===== config.mk =====
export PLATFORM = sky130hd
export DESIGN_NAME = motor_driver_fault_monitor
export DESIGN_NICKNAME = d
export VERILOG_FILES = /design/src/fault_mon_pkg.sv /design/src/warn_hist_if.sv /design/src/warn_history.sv /design/src/motor_driver_fault_monitor.sv
export SDC_FILE = /design/constraint.sdc
export NUM_CORES = 1
export LEC_CHECK = 0
export ABC_AREA = 1
export ABC_CLOCK_PERIOD_IN_PS = 1900
export BUFFER_PORTS_ARGS = -buffer_cell sky130_fd_sc_hd__buf_4
export CORE_MARGIN = 4
export CORE_UTILIZATION = 40
export CTS_BUF_LIST = sky130_fd_sc_hd__clkbuf_4 sky130_fd_sc_hd__clkbuf_8 sky130_fd_sc_hd__clkbuf_16
export DETAILED_ROUTE_END_ITERATION = 10
export PLACE_DENSITY = 0.65
export SLEW_MARGIN = 20
export SYNTH_ARGS = -nofsm -noshare
export SYNTH_HDL_FRONTEND = slang
export SYNTH_SLANG_ARGS = --single-unit

===== constraint.sdc =====
create_clock -name core_clk_in -period 1.9 [get_ports core_clk_in]
set_input_delay 0.285 -clock core_clk_in [delete_from_list [all_inputs] [get_ports core_clk_in]]
set_output_delay 0.285 -clock core_clk_in [all_outputs]
set_load 0.05 [all_outputs]

===== src/fault_mon_pkg.sv =====
package fault_mon_pkg;
    // ------------------------------------------------------------
    // alarm indexes
    // ------------------------------------------------------------
    localparam int ALM_N        = 11;
    localparam int A_DEV_ON     = 0;
    localparam int A_CON_WARN   = 1;
    localparam int A_HOME_WARN  = 2;
    localparam int A_GEAR       = 3;
    localparam int A_SENS_RUN   = 4;
    localparam int A_SENS_INIT  = 5;
    localparam int A_ROTOR_INIT = 6;
    localparam int A_MOTOR_COMB = 7;
    localparam int A_STORE      = 8;
    localparam int A_OVERVOLT   = 9;
    localparam int A_UNDERVOLT  = 10;
    // alarms that the clear input cannot remove
    localparam logic [ALM_N-1:0] NO_RESET_MASK = 11'h7F8;
    // alarms that leave motor current on
    localparam logic [ALM_N-1:0] KEEP_RUN_MASK = 11'h004;
    // ------------------------------------------------------------
    // limits
    // ------------------------------------------------------------
    localparam int GEAR_W       = 16;
    localparam logic [GEAR_W-1:0] GEAR_MIN = 16'h0064;
    localparam logic [GEAR_W-1:0] GEAR_MAX = 16'h2710;
    localparam int SPEED_W      = 16;
    localparam logic [SPEED_W-1:0] ROTOR_SPEED_LIM = 16'h000F;
    localparam int POS_W        = 32;
    // ------------------------------------------------------------
    // warning history
    // ------------------------------------------------------------
    localparam int WARN_W       = 8;
    localparam int HIST_DEPTH   = 10;
    localparam int HIST_IDX_W   = 4;
endpackage : fault_mon_pkg


===== src/warn_hist_if.sv =====
`timescale 1ns/1ps
interface warn_hist_if;
    logic                                   push;
    logic [fault_mon_pkg::WARN_W-1:0]       code;
    logic                                   clear;
    logic [fault_mon_pkg::HIST_IDX_W-1:0]   rd_idx;
    logic [fault_mon_pkg::WARN_W-1:0]       rd_code;
    logic [fault_mon_pkg::HIST_IDX_W-1:0]   count;
    modport owner (input push, code, clear, rd_idx,
                   output rd_code, count);
    modport user  (output push, code, clear, rd_idx,
                   input rd_code, count);
endinterface : warn_hist_if


===== src/warn_history.sv =====
`timescale 1ns/1ps
module warn_history (
    // clock and reset
    input  wire logic   core_clk_in,
    input  wire logic   arst_n_in,
    // history port
    warn_hist_if.owner  hist
);
    localparam int D = fault_mon_pkg::HIST_DEPTH;
    localparam int W = fault_mon_pkg::WARN_W;
    localparam int IW = fault_mon_pkg::HIST_IDX_W;
    localparam logic [IW-1:0] DEPTH_C = IW'(D);
    localparam logic [IW-1:0] ONE_C = 4'h1;

    logic [W-1:0]  mem_ff [D];
    logic [W-1:0]  nxt_mem [D];
    logic [IW-1:0] cnt_ff;
    logic [IW-1:0] nxt_cnt;

    // ------------------------------------------------------------
    // shift register, entry 0 newest
    // ------------------------------------------------------------
    always_comb begin
        nxt_mem = mem_ff;
        nxt_cnt = cnt_ff;
        if (hist.clear) begin
            for (int i = 0; i < D; i++) begin
                nxt_mem[i] = '0;
            end
            nxt_cnt = '0;
        end else if (hist.push) begin
            for (int i = D - 1; i > 0; i--) begin
                nxt_mem[i] = mem_ff[i-1];
            end
            nxt_mem[0] = hist.code;
            if (cnt_ff != DEPTH_C) begin
                nxt_cnt = cnt_ff + ONE_C;
            end
        end
    end

    always_ff @(posedge core_clk_in or negedge arst_n_in) begin
        if (!arst_n_in) begin
            for (int i = 0; i < D; i++) begin
                mem_ff[i] <= '0;
            end
            cnt_ff <= '0;
        end else begin
            mem_ff <= nxt_mem;
            cnt_ff <= nxt_cnt;
        end
    end

    assign hist.rd_code = (hist.rd_idx < cnt_ff) ? mem_ff[hist.rd_idx] : '0;
    assign hist.count   = cnt_ff;

    AST_HIST_CNT_MAX: assert property (@(posedge core_clk_in)
        disable iff (!arst_n_in) cnt_ff <= DEPTH_C)
        else $error("history count above depth");
    AST_HIST_NEWEST: assert property (@(posedge core_clk_in)
        disable iff (!arst_n_in) hist.push && !hist.clear
        |=> mem_ff[0] == $past(hist.code))
        else $error("newest entry not stored");
    AST_HIST_CLEAR: assert property (@(posedge core_clk_in)
        disable iff (!arst_n_in) hist.clear |=> cnt_ff == '0)
        else $error("history not cleared");
endmodule : warn_history


===== src/motor_driver_fault_monitor.sv =====
`timescale 1ns/1ps
module motor_driver_fault_monitor #(
    parameter int WARN_N = 8
) (
    // clock and reset
    input  wire logic                                   core_clk_in,
    input  wire logic                                   arst_n_in,
    // host discrete inputs (pins)
    input  wire logic                                   current_enable_in,
    input  wire logic                                   home_start_in,
    input  wire logic                                   alarm_clear_input_in,
    input  wire logic                                   hist_clear_in,
    // motor state from core logic
    input  wire logic                                   init_busy_in,
    input  wire logic                                   motor_running_in,
    input  wire logic [fault_mon_pkg::POS_W-1:0]        pos_deviation_in,
    input  wire logic [fault_mon_pkg::POS_W-1:0]        deviation_alarm_limit_param_in,
    input  wire logic [fault_mon_pkg::GEAR_W-1:0]       gear_resolution_in,
    input  wire logic [fault_mon_pkg::SPEED_W-1:0]      shaft_speed_in,
    // fault sources
    input  wire logic                                   sensor_err_in,
    input  wire logic                                   motor_unsupported_in,
    input  wire logic                                   store_corrupt_in,
    input  wire logic                                   overvolt_in,
    input  wire logic                                   undervolt_in,
    // warning causes, one bit per warning code
    input  wire logic [WARN_N-1:0]                      warn_cause_in,
    input  wire logic                                   off_dev_warn_in,
    input  wire logic                                   abn_data_warn_in,
    // history read
    input  wire logic [fault_mon_pkg::HIST_IDX_W-1:0]   hist_rd_idx_in,
    output logic [fault_mon_pkg::WARN_W-1:0]            hist_rd_code_out,
    output logic [fault_mon_pkg::HIST_IDX_W-1:0]        hist_count_out,
    // status outputs
    output logic                                        alarm_output_out,
    output logic                                        warning_output_out,
    output logic                                        motor_stop_out,
    output logic [fault_mon_pkg::ALM_N-1:0]             alarm_flags_out
);
    localparam int N = fault_mon_pkg::ALM_N;

    // ------------------------------------------------------------
    // pin synchronisers
    // ------------------------------------------------------------
    logic [3:0] pin_s1_ff, pin_s2_ff, nxt_s1;
    always_comb begin
        nxt_s1 = {current_enable_in, home_start_in,
                  alarm_clear_input_in, hist_clear_in};
    end
    always_ff @(posedge core_clk_in or negedge arst_n_in) begin
        if (!arst_n_in) begin
            pin_s1_ff <= 4'h0;
            pin_s2_ff <= 4'h0;
        end else begin
            pin_s1_ff <= nxt_s1;
            pin_s2_ff <= pin_s1_ff;
        end
    end
    logic cen_s, home_s, clr_s, hclr_s;
    assign {cen_s, home_s, clr_s, hclr_s} = pin_s2_ff;

    // ------------------------------------------------------------
    // edge and power-up state
    // ------------------------------------------------------------
    logic cen_d_ff, home_d_ff, clr_d_ff, gear_done_ff;
    logic nxt_cen_d, nxt_home_d, nxt_clr_d, nxt_gear_done;
    logic clr_fall, cen_rise, home_rise, gear_chk;
    always_comb begin
        nxt_cen_d     = cen_s;
        nxt_home_d    = home_s;
        nxt_clr_d     = clr_s;
        nxt_gear_done = gear_done_ff | gear_chk;
    end
    always_ff @(posedge core_clk_in or negedge arst_n_in) begin
        if (!arst_n_in) begin
            cen_d_ff     <= 1'b0;
            home_d_ff    <= 1'b0;
            clr_d_ff     <= 1'b0;
            gear_done_ff <= 1'b0;
        end else begin
            cen_d_ff     <= nxt_cen_d;
            home_d_ff    <= nxt_home_d;
            clr_d_ff     <= nxt_clr_d;
            gear_done_ff <= nxt_gear_done;
        end
    end
    assign clr_fall  = clr_d_ff & ~clr_s;
    assign cen_rise  = cen_s & ~cen_d_ff;
    assign home_rise = home_s & ~home_d_ff;
    // gear checked once, when power-up initialisation finishes
    assign gear_chk  = ~gear_done_ff & ~init_busy_in;

    // ------------------------------------------------------------
    // alarm causes and latch
    // ------------------------------------------------------------
    logic [N-1:0] cause, alm_ff, nxt_alm;
    always_comb begin
        cause = '0;
        cause[fault_mon_pkg::A_DEV_ON] = cen_s &&
            pos_deviation_in > deviation_alarm_limit_param_in;
        cause[fault_mon_pkg::A_CON_WARN] = cen_rise && off_dev_warn_in;
        cause[fault_mon_pkg::A_HOME_WARN] =
            home_rise && abn_data_warn_in;
        cause[fault_mon_pkg::A_GEAR] = gear_chk &&
            (gear_resolution_in < fault_mon_pkg::GEAR_MIN ||
             gear_resolution_in > fault_mon_pkg::GEAR_MAX);
        cause[fault_mon_pkg::A_SENS_RUN] =
            sensor_err_in && motor_running_in && !init_busy_in;
        cause[fault_mon_pkg::A_SENS_INIT] =
            sensor_err_in && init_busy_in;
        cause[fault_mon_pkg::A_ROTOR_INIT] = init_busy_in &&
            shaft_speed_in >= fault_mon_pkg::ROTOR_SPEED_LIM;
        cause[fault_mon_pkg::A_MOTOR_COMB] = motor_unsupported_in;
        cause[fault_mon_pkg::A_STORE] = store_corrupt_in;
        cause[fault_mon_pkg::A_OVERVOLT] = overvolt_in;
        cause[fault_mon_pkg::A_UNDERVOLT] = undervolt_in;
        nxt_alm = alm_ff;
        if (clr_fall) begin
            nxt_alm = alm_ff & fault_mon_pkg::NO_RESET_MASK;
        end
        nxt_alm = nxt_alm | cause;
    end

    // ------------------------------------------------------------
    // outputs
    // ------------------------------------------------------------
    logic nxt_alarm_out, nxt_warn_out, nxt_stop;
    always_comb begin
        nxt_alarm_out = ~|nxt_alm;
        nxt_stop = |(nxt_alm & ~fault_mon_pkg::KEEP_RUN_MASK);
        nxt_warn_out = |warn_cause_in;
    end
    always_ff @(posedge core_clk_in or negedge arst_n_in) begin
        if (!arst_n_in) begin
            alm_ff             <= '0;
            alarm_output_out   <= 1'b0;
            motor_stop_out     <= 1'b0;
            warning_output_out <= 1'b0;
        end else begin
            alm_ff             <= nxt_alm;
            alarm_output_out   <= nxt_alarm_out;
            motor_stop_out     <= nxt_stop;
            warning_output_out <= nxt_warn_out;
        end
    end
    assign alarm_flags_out = alm_ff;

    // ------------------------------------------------------------
    // warning history: record the lowest-numbered newly arising warning each cycle
    // ------------------------------------------------------------
    logic [WARN_N-1:0] wprev_ff, nxt_wprev, wnew;
    logic [fault_mon_pkg::WARN_W-1:0] wcode;
    always_comb begin
        nxt_wprev = warn_cause_in;
        wnew = warn_cause_in & ~wprev_ff;
        wcode = '0;
        for (int i = WARN_N - 1; i >= 0; i--) begin
            if (wnew[i]) begin
                wcode = fault_mon_pkg::WARN_W'(i + 1);
            end
        end
    end
    always_ff @(posedge core_clk_in or negedge arst_n_in) begin
        if (!arst_n_in) begin
            wprev_ff <= '0;
        end else begin
            wprev_ff <= nxt_wprev;
        end
    end

    warn_hist_if hif ();
    assign hif.push   = |wnew;
    assign hif.code   = wcode;
    assign hif.clear  = hclr_s;
    assign hif.rd_idx = hist_rd_idx_in;

    warn_history u_hist (
        .core_clk_in (core_clk_in),
        .arst_n_in   (arst_n_in),
        .hist        (hif)
    );

    always_ff @(posedge core_clk_in or negedge arst_n_in) begin
        if (!arst_n_in) begin
            hist_rd_code_out <= '0;
            hist_count_out   <= '0;
        end else begin
            hist_rd_code_out <= hif.rd_code;
            hist_count_out   <= hif.count;
        end
    end

    // ------------------------------------------------------------
    // checks
    // ------------------------------------------------------------
    AST_DEV_ON: assert property (@(posedge core_clk_in)
        disable iff (!arst_n_in)
        cen_s && pos_deviation_in > deviation_alarm_limit_param_in
        |=> alm_ff[fault_mon_pkg::A_DEV_ON] ##1 !alarm_output_out)
        else $error("deviation alarm missing");
    AST_CON_WARN: assert property (@(posedge core_clk_in)
        disable iff (!arst_n_in) cen_rise && off_dev_warn_in
        |=> alm_ff[fault_mon_pkg::A_CON_WARN])
        else $error("enable during warning not alarmed");
    AST_HOME_WARN: assert property (@(posedge core_clk_in)
        disable iff (!arst_n_in) home_rise && abn_data_warn_in
        |=> alm_ff[fault_mon_pkg::A_HOME_WARN] ##1 !motor_stop_out)
        else $error("homing alarm wrong");
    AST_GEAR: assert property (@(posedge core_clk_in)
        disable iff (!arst_n_in) gear_chk &&
        gear_resolution_in > fault_mon_pkg::GEAR_MAX
        |=> alm_ff[fault_mon_pkg::A_GEAR])
        else $error("gear alarm missing");
    AST_SENS_INIT: assert property (@(posedge core_clk_in)
        disable iff (!arst_n_in) sensor_err_in && init_busy_in
        |=> alm_ff[fault_mon_pkg::A_SENS_INIT])
        else $error("initial sensor alarm missing");
    AST_ROTOR: assert property (@(posedge core_clk_in)
        disable iff (!arst_n_in) init_busy_in &&
        shaft_speed_in == fault_mon_pkg::ROTOR_SPEED_LIM
        |=> alm_ff[fault_mon_pkg::A_ROTOR_INIT])
        else $error("rotor alarm missing");
    AST_WARN: assert property (@(posedge core_clk_in)
        disable iff (!arst_n_in) warn_cause_in == '0
        |=> !warning_output_out)
        else $error("warning not self-cleared");
    AST_NORESET: assert property (@(posedge core_clk_in)
        disable iff (!arst_n_in) alm_ff[fault_mon_pkg::A_OVERVOLT]
        |=> alm_ff[fault_mon_pkg::A_OVERVOLT])
        else $error("non-resettable alarm cleared");
    AST_CLEAR: assert property (@(posedge core_clk_in)
        disable iff (!arst_n_in) clr_fall && cause == '0
        |=> (alm_ff & ~fault_mon_pkg::NO_RESET_MASK) == '0)
        else $error("resettable alarm not cleared");
endmodule : motor_driver_fault_monitor


==> out/summary.md <==
The run finished with clean final reports. Entering global routing, the biggest net connects 37 pins. For this run, the slowest stage of the critical path takes 0.39 ns.

The total power density per cell area was 736.6 nW/um2. Leaving out fill and tap cells, the most frequent cell in the layout is sky130_fd_sc_hd__buf_4. Setup repair after global routing left no endpoint under its margin.

The worst setup path is launched from a flop. The number of global-route vias before repair was 3987. The final count of hold timing violations was 0; the CTS buffer count was 9. Before antenna repair, the detailed router went through 4 iterations. The worst path required time was 2.10 ns. Count of filler cells inserted in the layout: 1015.

The clock passes through at most 2 buffers. The run gives 0.5456 as the end-of-flow core utilization. The mean routed wirelength per cell was 13.12 um; the maximum frequency from static timing analysis was 0.6372 GHz. The min-delay analysis places its worst path in the category in -> reg. The most used flip-flop cell after synthesis is sky130_fd_sc_hd__dfrtp_1. The run gives 0 as the residual DRC count.

The standard cell core area came out at 11420 um2. The total negative slack for setup checks came out at 0 ns. Clock period minus worst slack: 1.569 ns. The main combinational cell family by area after synthesis was simple AND/OR/NAND/NOR gates.

Period utilization: 0.8259. The count of routing violations after the opening detailed-route iteration came out at 190. STA classifies the critical path endpoint as a flop.

The clock latency on the worst-skew pair came out at 0.33 ns. TritonCTS built the clock tree. Counting stages on the worst path, the most repeated cell is sky130_fd_sc_hd__nor2_4.

Startpoint of the lowest-slack register-to-register path: pin_s2_ff[0]$_DFF_PN0_. The congestion estimate from routability-driven global placement came to 0.8450. The simple-gate share of the synthesized area is 0.1592. The tools report the row count as 39. The average instance area after synthesis was 8.550 um2. The Yosys step of the flow raised 0 warnings. The number of top-level pins is 149. Share of the synthesized netlist area taken by xor and xnor gates: 0.001876. Post-CTS repair changed the size of 0 cells.

After the last flow step, the layout net total stands at 859. The adder-cell area share of the yosys netlist works out to 0.09917. The per-cell via count in the routed design works out to 4.839.

Synthesis inferred 86 register bits. Along the worst path, the maximum fanout reaches 36. For the detailed placer's ending HPWL, the log shows 8.921 mm. The share of flip-flops with an asynchronous set or reset was 1.000. The die is 116.0 um tall.

The CTS sink count is 86, and the ratio of cells with drive above 1 in the final layout is 0.2664. For the cell count after synthesis, the log shows 546. After global routing the overflow that remains totals 0. Startpoint of the worst setup timing path: pin_s2_ff[0]$_DFF_PN0_. The total setup buffers inserted after CTS was 0. After synthesis the cells add up to 4668 um2. The tools report the initial antenna violation count as 0.

STA puts the critical path data arrival time at 1.77 ns. The static leakage came out at 0.003226 uW. The count of buffers added on input and output ports is 144. Kind of critical path: reg -> reg. Multiplexer share of the synthesized area: 0. Across the routed clock network, the largest skew measured is 0.008218 ns.

The logs give 11.09 mm for the total length of routed wires and 4089 for the overall via count from detail_route. Complex-gate fraction of the synthesized area: 0.1528. The area growth from synthesis to layout was 33.45%; the area of all placed cells without fillers was 6230 um2. The tree is rooted in a sky130_fd_sc_hd__clkbuf_16.

The portion of the post-synthesis area used by sequential elements came out at 0.4610. The number of buffer and inverter instances along the worst setup path works out to 2. Walking the worst path, the cells encountered are inv_2 -> nand2_2 -> nor2_4 -> nand2_4 -> nor2_8 -> nor2_4 -> inv_4 -> o21ai_0. The slowest library cell on the worst path was sky130_fd_sc_hd__dfrtp_1. The die is 116.0 um wide. In this run the number of H-tree levels came out at 3. The global-route wire length before repair is 17.82 mm, and the cts-stage hold buffer count is 1. Broken down by cell family, the worst path's largest delay share belongs to simple AND/OR/NAND/NOR gates. The die covers 13460 um2. The run gives 0.4088 as the initial core utilization. The total placed instance area was 5898 um2; the post-detailed-route count of antenna-violating nets was 0. For the global routing usage summed across all routing layers, the log shows 0.1646. The logs give 0 for the final count of negative-setup-slack endpoints and 0 for the number of inserted diodes. Worst min-delay path startpoint: hist_clear_in.

IR analysis of the VDD net gives a maximum drop of 0.0005473 V. Number of enable-type register cells in the synthesized netlist: 0. Clock-pin slew was measured on the worst setup and hold paths at 0.06 ns. The top cell types in the final layout, fill and taps aside, are 152 x sky130_fd_sc_hd__buf_4, 117 x sky130_fd_sc_hd__inv_1, 86 x sky130_fd_sc_hd__dfrtp_1, 71 x sky130_fd_sc_hd__nand2_1, 45 x sky130_fd_sc_hd__nor2_1.

Post-synthesis cell type count: 40. For the number of pins with negative max-slew slack in the final report, the log shows 0. The run gives 0 as the number of violations of the max-capacitance limit.
## cell families after synthesis
| group | after synthesis |
|---|---|
| buffers and inverters | 137 |
| AO/OA/AOI/OAI | 120 |
| adder cells (fa/ha/maj) | 37 |
| flip-flops | 86 |
| AND/OR/NAND/NOR | 164 |
| XOR/XNOR | 1 |
| other | 1 |
## final timing paths
path / to / slack [ns] / cells past startpoint
worst max-delay path: u_hist.mem_ff[1]$_DFFE_PN0P_ / 0.33 / 8
worst min-delay path: pin_s1_ff[0]$_DFF_PN0_ / 0.05 / 1
worst max register to register: u_hist.mem_ff[1]$_DFFE_PN0P_ / 0.33 / 8
worst min register to register: pin_s2_ff[0]$_DFF_PN0_ / 0.35 / 0
max in group asynchronous: hist_count_out[3]$_DFF_PN0_ / 0.95 / 3
min in group asynchronous: wprev_ff[6]$_DFF_PN0_ / 0.41 / 2
## synth_stat cells, types with 2 or more instances
| master | number | area share |
|---|---|---|
| sky130_fd_sc_hd__buf_4 | 4 | 0.0064 |
| sky130_fd_sc_hd__buf_6 | 6 | 0.014 |
| sky130_fd_sc_hd__o22ai_2 | 3 | 0.0080 |
| sky130_fd_sc_hd__a31oi_1 | 2 | 0.0027 |
| sky130_fd_sc_hd__nand3_1 | 23 | 0.025 |
| sky130_fd_sc_hd__inv_4 | 2 | 0.0027 |
| sky130_fd_sc_hd__or2_2 | 4 | 0.0054 |
| sky130_fd_sc_hd__o211ai_1 | 4 | 0.0064 |
| sky130_fd_sc_hd__nor2_4 | 3 | 0.0072 |
| sky130_fd_sc_hd__inv_2 | 2 | 0.0016 |
| sky130_fd_sc_hd__inv_1 | 117 | 0.094 |
| sky130_fd_sc_hd__nor2_2 | 2 | 0.0027 |
| sky130_fd_sc_hd__o21ai_0 | 34 | 0.036 |
| sky130_fd_sc_hd__nor4_1 | 3 | 0.0040 |
| sky130_fd_sc_hd__dfrtp_1 | 86 | 0.46 |
| sky130_fd_sc_hd__o22ai_1 | 32 | 0.043 |
| sky130_fd_sc_hd__buf_2 | 4 | 0.0043 |
| sky130_fd_sc_hd__ha_1 | 37 | 0.099 |
| sky130_fd_sc_hd__o21ai_1 | 2 | 0.0021 |
| sky130_fd_sc_hd__nand3b_1 | 2 | 0.0032 |
| sky130_fd_sc_hd__nand4_1 | 6 | 0.0080 |
| sky130_fd_sc_hd__nand2_1 | 71 | 0.057 |
| sky130_fd_sc_hd__a21boi_0 | 3 | 0.0048 |
| sky130_fd_sc_hd__nor2_1 | 45 | 0.036 |
| sky130_fd_sc_hd__o32ai_1 | 3 | 0.0056 |
| sky130_fd_sc_hd__a21oi_1 | 32 | 0.034 |
## power breakdown
part / internal [uW] / total, uW / leakage (uW) / switching, uW
combinational: 350 / 791 / 0.00199 / 440
clock: 1210 / 1870 / 0.000158 / 656
sequential: 1900 / 1930 / 0.00108 / 34.8
## worst reg2reg max path, delay by kind of cell, from the launching register on
| family | cells | cell delay (ns) |
|---|---|---|
| flops | 1 | 0.39 |
| simple gates | 5 | 0.52 |
| buf+inv | 2 | 0.37 |
| compound gates | 1 | 0.16 |
## area by class of cell
cell class              count  area (um2)  area share
flip-flops and latches     86        2152      0.3455
multi-input cells         326        1943      0.3119
repair buffers            154        1171      0.1880
inverters                 122       462.9     0.07431
clock buffers              11       252.7     0.04057
well taps                 143       178.9     0.02872
clock inverters             3       68.82     0.01105
## stage by stage
| step | hold WS [ns] | instances | power [uW] | setup slack, ns |
|---|---|---|---|---|
| 2_1_floorplan | -0.01059 | 549 | 2391 | 0.3526 |
| 3_3_place_gp | 0.2313 | 830 | 2742 | 0.3231 |
| 3_5_place_dp | 0.2339 | 830 | 2763 | 0.2648 |
| 4_1_cts | 0.04461 | 845 | 4653 | 0.3350 |
| 5_1_grt | 0.03615 | 845 | 4836 | 0.1779 |
| 6_report | 0.05494 | 845 | 4589 | 0.3307 |
## sequential cells by signal (all words and copies together), names as in the netlist
| register | cells |
|---|---|
| gear_done_ff | 1 |
| alarm_output_out | 1 |
| u_hist.mem_ff | 40 |
| wprev_ff | 8 |
| hist_rd_code_out | 4 |
| home_d_ff | 1 |
| cen_d_ff | 1 |
| pin_s1_ff | 4 |
| alarm_flags_out | 11 |
| warning_output_out | 1 |
| motor_stop_out | 1 |
| u_hist.hist.count | 4 |
| hist_count_out | 4 |
| pin_s2_ff | 4 |
| clr_d_ff | 1 |
## per-layer routing
layer  routed length [um]  up-vias  track usage
li1                     -     2067            -
met1                 4468     1868       0.2021
met2                 5454      137       0.2827
met3                  976       17      0.04648
met4                  189        0      0.04795
met5                    0        -            0
Note: power is estimated with default switching activity, not from simulation.
